**config.mk**
```make
export PLATFORM = sky130hd
export DESIGN_NAME = ldo_regulator_control_regs
export DESIGN_NICKNAME = d
export VERILOG_FILES = /design/src/ldo_ctrl_pkg.sv /design/src/reg_port_if.sv /design/src/ldo_reg_store.sv /design/src/ldo_regulator_control_regs.sv
export SDC_FILE = /design/constraint.sdc
export NUM_CORES = 1
export LEC_CHECK = 0
export BUFFER_PORTS_ARGS = -buffer_cell sky130_fd_sc_hd__buf_2
export CORE_MARGIN = 1.5
export CORE_UTILIZATION = 35
export CTS_BUF_LIST = sky130_fd_sc_hd__clkbuf_2
export CTS_CLUSTER_DIAMETER = 200
export CTS_CLUSTER_SIZE = 14
export DETAILED_ROUTE_END_ITERATION = 7
export GPL_TIMING_DRIVEN = 0
export SLEW_MARGIN = 10
export SYNTH_ARGS = -nofsm -noshare
export SYNTH_HDL_FRONTEND = slang
export SYNTH_SLANG_ARGS = --single-unit
```
**constraint.sdc**
```tcl
create_clock -name clock_i -period 1.65 [get_ports clock_i]
set_input_delay 0.0825 -clock clock_i [delete_from_list [all_inputs] [get_ports clock_i]]
set_output_delay 0.0825 -clock clock_i [all_outputs]
set_load 0.02 [all_outputs]
```
**src/ldo_ctrl_pkg.sv**
```systemverilog
// Package with offsets, field layout and reset values for the regulator control registers
package ldo_ctrl_pkg;
    localparam int ADDR_W = 8;
    localparam int DATA_W = 8;
    localparam int NUM_REGS = 3;
    localparam logic [ADDR_W-1:0] LDO_B_ADDR = 8'h6D;
    localparam logic [ADDR_W-1:0] SD_LDO_ADDR = 8'h6E;
    localparam logic [ADDR_W-1:0] LDO_3V3_ADDR = 8'h6F;
    localparam logic [1:0] IDX_LDO_B = 2'h0;
    localparam logic [1:0] IDX_SD = 2'h1;
    localparam logic [1:0] IDX_3V3 = 2'h2;
    localparam logic [1:0] IDX_NONE = 2'h3;
    localparam int OFF_SEL_BIT = 7;
    localparam int LOWPWR_BIT = 6;
    localparam int STBY_OFF_BIT = 5;
    localparam int ON_BIT = 4;
    localparam int VWIDE_W = 4;
    localparam int VNARROW_W = 2;
    // Writable bit masks; bits 3:2 of the narrow registers are unimplemented
    localparam logic [DATA_W-1:0] WIDE_MASK = 8'hFF;
    localparam logic [DATA_W-1:0] NARROW_MASK = 8'hF3;
    localparam logic [DATA_W-1:0] ZERO_BYTE = 8'h00;
    localparam logic [DATA_W-1:0] OTP_FIELD_MASK = 8'h1F;
endpackage

```
**src/reg_port_if.sv**
```systemverilog
// Interface carrying the register access between the control block and its storage
`timescale 1ns/1ps
`default_nettype none
interface reg_port_if;
    import ldo_ctrl_pkg::*;
    logic we;
    logic [1:0] idx;
    logic [DATA_W-1:0] wdata;
    logic [DATA_W-1:0] rdata;
    logic load;
    logic [DATA_W-1:0] load_data [NUM_REGS];
    logic [DATA_W-1:0] regs [NUM_REGS];
    modport ctrl (output we, idx, wdata, load, load_data, input rdata, regs);
    modport store (input we, idx, wdata, load, load_data, output rdata, regs);
endinterface
`default_nettype wire

```
**src/ldo_reg_store.sv**
```systemverilog
// Storage for the three regulator control bytes with a registered read port
`timescale 1ns/1ps
`default_nettype none
module ldo_reg_store (
    // Clock, reset and enable
    input wire logic clock_i,
    input wire logic rst_i,
    input wire logic ce_i,
    // Access port
    reg_port_if.store port
);
    import ldo_ctrl_pkg::*;

    logic [DATA_W-1:0] mem_q [NUM_REGS];
    logic [DATA_W-1:0] mem_d [NUM_REGS];
    logic [DATA_W-1:0] rdata_q;
    logic [DATA_W-1:0] rdata_d;

    function automatic logic [DATA_W-1:0] wmask(input logic [1:0] i);
        return (i == IDX_LDO_B) ? WIDE_MASK : NARROW_MASK;
    endfunction

    always_comb begin
        for (int i = 0; i < NUM_REGS; i++) begin
            mem_d[i] = mem_q[i];
            if (port.load) begin
                // Upper control bits clear; enable and voltage code come from OTP
                mem_d[i] = port.load_data[i] & OTP_FIELD_MASK & wmask(2'(i)); // RULE9 RULE11
            end else if (port.we && port.idx == 2'(i)) begin
                mem_d[i] = port.wdata & wmask(2'(i)); // RULE11
            end
        end
        rdata_d = ZERO_BYTE;
        if (port.idx < 2'(NUM_REGS)) begin
            rdata_d = mem_q[port.idx];
        end
    end

    always_ff @(posedge clock_i) begin
        if (rst_i) begin
            for (int i = 0; i < NUM_REGS; i++) begin
                mem_q[i] <= ZERO_BYTE; // RULE9
            end
            rdata_q <= ZERO_BYTE;
        end else if (ce_i) begin
            mem_q <= mem_d;
            rdata_q <= rdata_d;
        end
    end

    assign port.rdata = rdata_q;
    assign port.regs = mem_q;
endmodule
`default_nettype wire

```
**src/ldo_regulator_control_regs.sv**
```systemverilog
// Control registers for the general-purpose, SD-card and 3.3 V linear regulators
// Function
// (RULE1) Bit 7: on power-button turn-off, 0 turns regulator off, 1 gives sleep.
// (RULE2) Bit 6: 1 allows low-power mode, 0 forbids it.
// (RULE3) Bit 5: 1 turns regulator off in standby, 0 keeps it on.
// (RULE4) Bit 4 is the regulator enable.
// (RULE5) General LDO voltage code is bits 3:0 and drives its target voltage.
// (RULE6) SD LDO voltage code is bits 1:0; bits 3:2 unimplemented.
// (RULE7) SD LDO register decodes at 0x6E, read and write anytime; the code drops writes and gives no rvalid_o in the OTP load cycle.
// (RULE8) 3.3 V register decodes at 0x6F with the SD register layout.
// (RULE9) Reset clears bits 7:5; enable and voltage code load from OTP.
// (RULE10) General LDO register decodes at 0x6D.
// (RULE11) Unimplemented bits read zero and ignore writes.
`timescale 1ns/1ps
`default_nettype none
module ldo_regulator_control_regs (
    // Clock, reset and enable
    input wire logic clock_i,
    input wire logic rst_i,
    input wire logic ce_i,
    // Host register port (functional page)
    input wire logic page_functional_i,
    input wire logic [ldo_ctrl_pkg::ADDR_W-1:0] addr_i,
    input wire logic wr_i,
    input wire logic rd_i,
    input wire logic [ldo_ctrl_pkg::DATA_W-1:0] wdata_i,
    output logic [ldo_ctrl_pkg::DATA_W-1:0] rdata_o,
    output logic rvalid_o,
    output logic hit_o,
    // OTP defaults, loaded one cycle after reset release
    input wire logic [ldo_ctrl_pkg::DATA_W-1:0] otp_ldo_b_i,
    input wire logic [ldo_ctrl_pkg::DATA_W-1:0] otp_sd_ldo_i,
    input wire logic [ldo_ctrl_pkg::DATA_W-1:0] otp_ldo_3v3_i,
    // General-purpose LDO controls
    output logic ldo_b_off_select_o,
    output logic ldo_b_lowpower_allow_o,
    output logic ldo_b_standby_off_o,
    output logic ldo_b_on_o,
    output logic [ldo_ctrl_pkg::VWIDE_W-1:0] ldo_b_vcode_o,
    // SD-card LDO controls
    output logic sd_ldo_off_select_o,
    output logic sd_ldo_lowpower_allow_o,
    output logic sd_ldo_standby_off_o,
    output logic sd_ldo_on_o,
    output logic [ldo_ctrl_pkg::VNARROW_W-1:0] sd_ldo_vcode_o,
    // 3.3 V LDO controls
    output logic ldo_3v3_off_select_o,
    output logic ldo_3v3_lowpower_allow_o,
    output logic ldo_3v3_standby_off_o,
    output logic ldo_3v3_on_o,
    output logic [ldo_ctrl_pkg::VNARROW_W-1:0] ldo_3v3_vcode_o
);
    import ldo_ctrl_pkg::*;

    reg_port_if port ();

    logic load_pend_q;
    logic load_pend_d;
    logic rvalid_q;
    logic rvalid_d;
    logic hit_q;
    logic hit_d;
    logic [1:0] idx;
    logic match;

    function automatic logic decode(input logic [ADDR_W-1:0] a, output logic [1:0] i);
        i = IDX_LDO_B;
        decode = 1'b1;
        unique case (a)
            LDO_B_ADDR: i = IDX_LDO_B; // RULE10
            SD_LDO_ADDR: i = IDX_SD; // RULE7
            LDO_3V3_ADDR: i = IDX_3V3; // RULE8
            default: decode = 1'b0;
        endcase
    endfunction

    always_comb begin
        match = decode(addr_i, idx) && page_functional_i;
        load_pend_d = 1'b0;
        rvalid_d = rd_i && !load_pend_q;
        hit_d = (rd_i || wr_i) && match;
    end

    always_ff @(posedge clock_i) begin
        if (rst_i) begin
            load_pend_q <= 1'b1; // RULE9
            rvalid_q <= 1'b0;
            hit_q <= 1'b0;
        end else if (ce_i) begin
            load_pend_q <= load_pend_d;
            rvalid_q <= rvalid_d;
            hit_q <= hit_d;
        end
    end

    assign port.load = load_pend_q;
    assign port.load_data[IDX_LDO_B] = otp_ldo_b_i;
    assign port.load_data[IDX_SD] = otp_sd_ldo_i;
    assign port.load_data[IDX_3V3] = otp_ldo_3v3_i;
    assign port.we = wr_i && match && !load_pend_q; // RULE7 RULE8 RULE10
    assign port.idx = match ? idx : IDX_NONE;
    assign port.wdata = wdata_i;

    ldo_reg_store u_store (
        .clock_i(clock_i),
        .rst_i(rst_i),
        .ce_i(ce_i),
        .port(port)
    );

    assign rdata_o = port.rdata;
    assign rvalid_o = rvalid_q;
    assign hit_o = hit_q;

    assign ldo_b_off_select_o = port.regs[IDX_LDO_B][OFF_SEL_BIT]; // RULE1
    assign ldo_b_lowpower_allow_o = port.regs[IDX_LDO_B][LOWPWR_BIT]; // RULE2
    assign ldo_b_standby_off_o = port.regs[IDX_LDO_B][STBY_OFF_BIT]; // RULE3
    assign ldo_b_on_o = port.regs[IDX_LDO_B][ON_BIT]; // RULE4
    assign ldo_b_vcode_o = port.regs[IDX_LDO_B][VWIDE_W-1:0]; // RULE5
    assign sd_ldo_off_select_o = port.regs[IDX_SD][OFF_SEL_BIT]; // RULE1
    assign sd_ldo_lowpower_allow_o = port.regs[IDX_SD][LOWPWR_BIT]; // RULE2
    assign sd_ldo_standby_off_o = port.regs[IDX_SD][STBY_OFF_BIT]; // RULE3
    assign sd_ldo_on_o = port.regs[IDX_SD][ON_BIT]; // RULE4
    assign sd_ldo_vcode_o = port.regs[IDX_SD][VNARROW_W-1:0]; // RULE6
    assign ldo_3v3_off_select_o = port.regs[IDX_3V3][OFF_SEL_BIT]; // RULE1
    assign ldo_3v3_lowpower_allow_o = port.regs[IDX_3V3][LOWPWR_BIT]; // RULE2
    assign ldo_3v3_standby_off_o = port.regs[IDX_3V3][STBY_OFF_BIT]; // RULE3
    assign ldo_3v3_on_o = port.regs[IDX_3V3][ON_BIT]; // RULE4
    assign ldo_3v3_vcode_o = port.regs[IDX_3V3][VNARROW_W-1:0]; // RULE8
endmodule
`default_nettype wire

```
==> flow_summary.yaml <==
finish:
  area_growth_pct: 26.8
  drive_gt1_share_pct: 31.1
  n_antenna_cell: 0
  nets: 310
  fin_util_pct: 46.4
critical_path:
  timing.critical_path.buf_inv: 1
  max_stage_delay_ns: 0.34
  cp-start-kind: "flop"
  critPathKind: "flop to flop"
  worst_path_max_delay_cell: "dfxtp_1"
  cp.arrival_ns: 1.68
  critPathTopFamily: "compound AO/OA/AOI/OAI gates"
  path_cells: "clkbuf_2 -> nand2_1 -> o31a_1 -> nor2_1 -> a211oi_1"
  end_kind: "flop"
  cp_max_fo: 10
  worstPathRequired_ns: 1.94
  r2r_slack_ns: 0.25
placed_design:
  port_buffers: 61
  place_congestion: 0.753
  dp_hpwl_um: 3270
sta:
  worst_slew_pin_slew_ns: 0.954
  slew-limit-headroom_pct: 35.8
  rsz0062_at_grt: "false"
  fin_crit_sh_pct: 84.7
  setup_violations: 0
  slew_viol_final: 0
  finalHoldViolations: 0
  max_freq_ghz: 0.715
  worst_hold_slack_ns: 0.0326
  tns_ns: 0
  fin_crit_ns: 1.40
  fin_skew_ns: 0.0140
global_route:
  grt_max_degree: 11
  met1_usage_pct: 24.3
  grt_pass1_wl_um: 7180
  grt_pass1_vias: 1545
  use_met3_pct: 4.62
  met2_usage_pct: 30.6
  busiest_layer: "met2"
  grt.total_usage_pct: 18.7
  grt_overflow: 0
  antenna_found_initial: 0
detailed_routing:
  first_pass_iters: 4
  drt_iter0_markers: 72
  finalWirelength_um: 4420
  drc: 0
  num_vias: 1647
  antenna_left: 0
  wl_per_cell_um: 14.0
  avgViaCountPerCell: 5.21
synth:
  avgSynthCellArea_um2: 8.20
  ys_seq_elements: 31
  ys_types: 34
  synth_area_leaders: "dfxtp_1 (39%), nand2_1 (9.7%), a31oi_1 (5.1%)"
  syn_area_um2: 1590
  synthCells: 194
  yosysWarnings: 0
  yosys.area.top_type: "dfxtp_1"
  synthFlopType: "dfxtp_1"
  synth-seq-area-share_pct: 39.0
  synth_top_area_share_pct: 39.0
  synth_fp_nets: 240
  synth_edf_count: 0
  async_flop_share_pct: 0
die:
  initial_core_util_pct: 36.6
  io_pins: 76
  coreArea_um2: 4350
  row_count: 24
  die_y_um: 70.4
  die_area_um2: 4960
  die_x_um: 70.4
clock_network:
  clkTransAtPathRegs_ns: 0.17
  clk_latency_ns: 0.37
  clock-root-buffer: "clkbuf_2"
  clock_path_buffers: 2
  htreeDepth: 2
  cts_setup_buffers: 0
  numCtsBuffers: 5
  cts_sinks: 31
  cts_tree: "yes"
power_and_ir_drop:
  power_leakage_nw: 0.883
  powerDensity_nw_per_um2: 699
  vdd_drop_max_mv: 0.292
worst_hold_path:
  hp-class: "input port to flop"
run_status:
  status: "completed"
job:
  drv_cap: 0
==> cells by family (layout without fill, tap and decap cells) <==
family                 count (synthesis)  after routing  share of synthesized area (%)
and+or+nand+nor                       81             81                           26.0
buffers and inverters                 23             93                           5.97
muxes                                  6              6                           3.93
DFF                                   31             31                           39.0
AOI/OAI and AO/OA                     53             53                           25.1
==> layout by cell type (no fill, tap or decap), types with 2 or more instances in the layout <==
master | synthesis | final
a21o_1 | 2 | 2
a21oi_1 | 6 | 6
nor3_1 | 3 | 3
o21ai_0 | 2 | 2
clkbuf_2 | 0 | 7
buf_2 | 1 | 62
a31oi_1 | 13 | 13
mux2_2 | 2 | 2
or3b_2 | 5 | 5
o21a_1 | 6 | 6
nor2b_1 | 3 | 3
clkbuf_1 | 10 | 8
nand2_1 | 41 | 41
nand3b_1 | 3 | 3
a211oi_1 | 5 | 5
nor2_1 | 11 | 11
a22o_1 | 2 | 2
nand2b_1 | 7 | 7
a22oi_1 | 6 | 6
o31ai_1 | 4 | 4
dfxtp_1 | 31 | 31
dlygate4sd3_1 | 0 | 2
nand3_1 | 3 | 3
o32ai_1 | 4 | 4
inv_1 | 10 | 10
mux2i_1 | 4 | 4
==> worst paths after layout <==
| check | startpoint | end | cells after the start |
|---|---|---|---|
| min | wdata_i[3] | u_store.port.regs[19]$_SDFFE_PP0P_ | 3 |
| min reg2reg | u_store.port.rdata[3]$_SDFFE_PP0P_ | u_store.port.rdata[3]$_SDFFE_PP0P_ | 2 |
| max | load_pend_q$_SDFFE_PP1P_ | u_store.port.regs[9]$_SDFFE_PP0P_ | 5 |
| max reg2reg | load_pend_q$_SDFFE_PP1P_ | u_store.port.regs[9]$_SDFFE_PP0P_ | 5 |
==> metrics by stage <==
step | power, mW | cells | worst slack [ns] | instance area (µm²)
finish | 1.41 | 316 | 0.252 | 2020
detailed placement | 1.07 | 307 | -0.0683 | 1960
global route | 1.49 | 316 | 0.131 | 2020
CTS | 1.42 | 316 | 0.0294 | 2020
floorplan | 0.965 | 194 | 0.297 | 1590
global placement | 1.07 | 307 | -0.0703 | 1960
==> per-layer routing <==
metal  wire length [µm]  vias up
met5                  0        -
met3                345        5
met1               2010      742
met2               2010       65
li1                   -      835
met4                 51        0
==> worst min-delay path, cell delays in order <==
cell      delay (ns)
buf_2           0.09
mux2i_1         0.11
a211oi_1        0.08
==> synth_stat cells, types with 2 or more instances <==
library cell  instances
a22o_1                2
nand2_1              41
nand3_1               3
o21ai_0               2
a21o_1                2
o21a_1                6
nor3_1                3
a31oi_1              13
o32ai_1               4
nand2b_1              7
a21oi_1               6
mux2i_1               4
nor2_1               11
a211oi_1              5
mux2_2                2
inv_1                10
a22oi_1               6
or3b_2                5
clkbuf_1             10
nand3b_1              3
dfxtp_1              31
nor2b_1               3
o31ai_1               4
==> power breakdown <==
part	internal, mW	leakage (nW)	switching, mW	total (mW)
clock	0.0894	0.0262	0.264	0.354
combinational	0.106	0.605	0.163	0.269
sequential	0.774	0.253	0.0155	0.789
==> state kept, by name (all words and copies together), names as in the netlist <==
| name | count |
|---|---|
| hit_o | 1 |
| load_pend_q | 1 |
| rvalid_o | 1 |
| u_store.port.rdata | 8 |
| u_store.port.regs | 20 |
==> what timing repair did <==
action | CTS | global route
endpoints found under the setup margin | 0 | 10
endpoints found under the hold margin | 2 | 0
hold buffers | 2 | 0
gates resized for setup | 0 | 4
==> final cells by class <==
| class | count | area (µm²) |
|---|---|---|
| Buffer | 13 | 60.1 |
| Clock buffer | 5 | 25.0 |
| Clock inverter | 2 | 8.76 |
| Fill cell | 448 | 2340 |
| Inverter | 10 | 37.5 |
| Multi-Input combinational cell | 140 | 876 |
| Sequential cell | 31 | 621 |
| Tap cell | 52 | 65.1 |
| Timing Repair Buffer | 63 | 325 |
No activity file was read; power rests on OpenSTA's default activity.
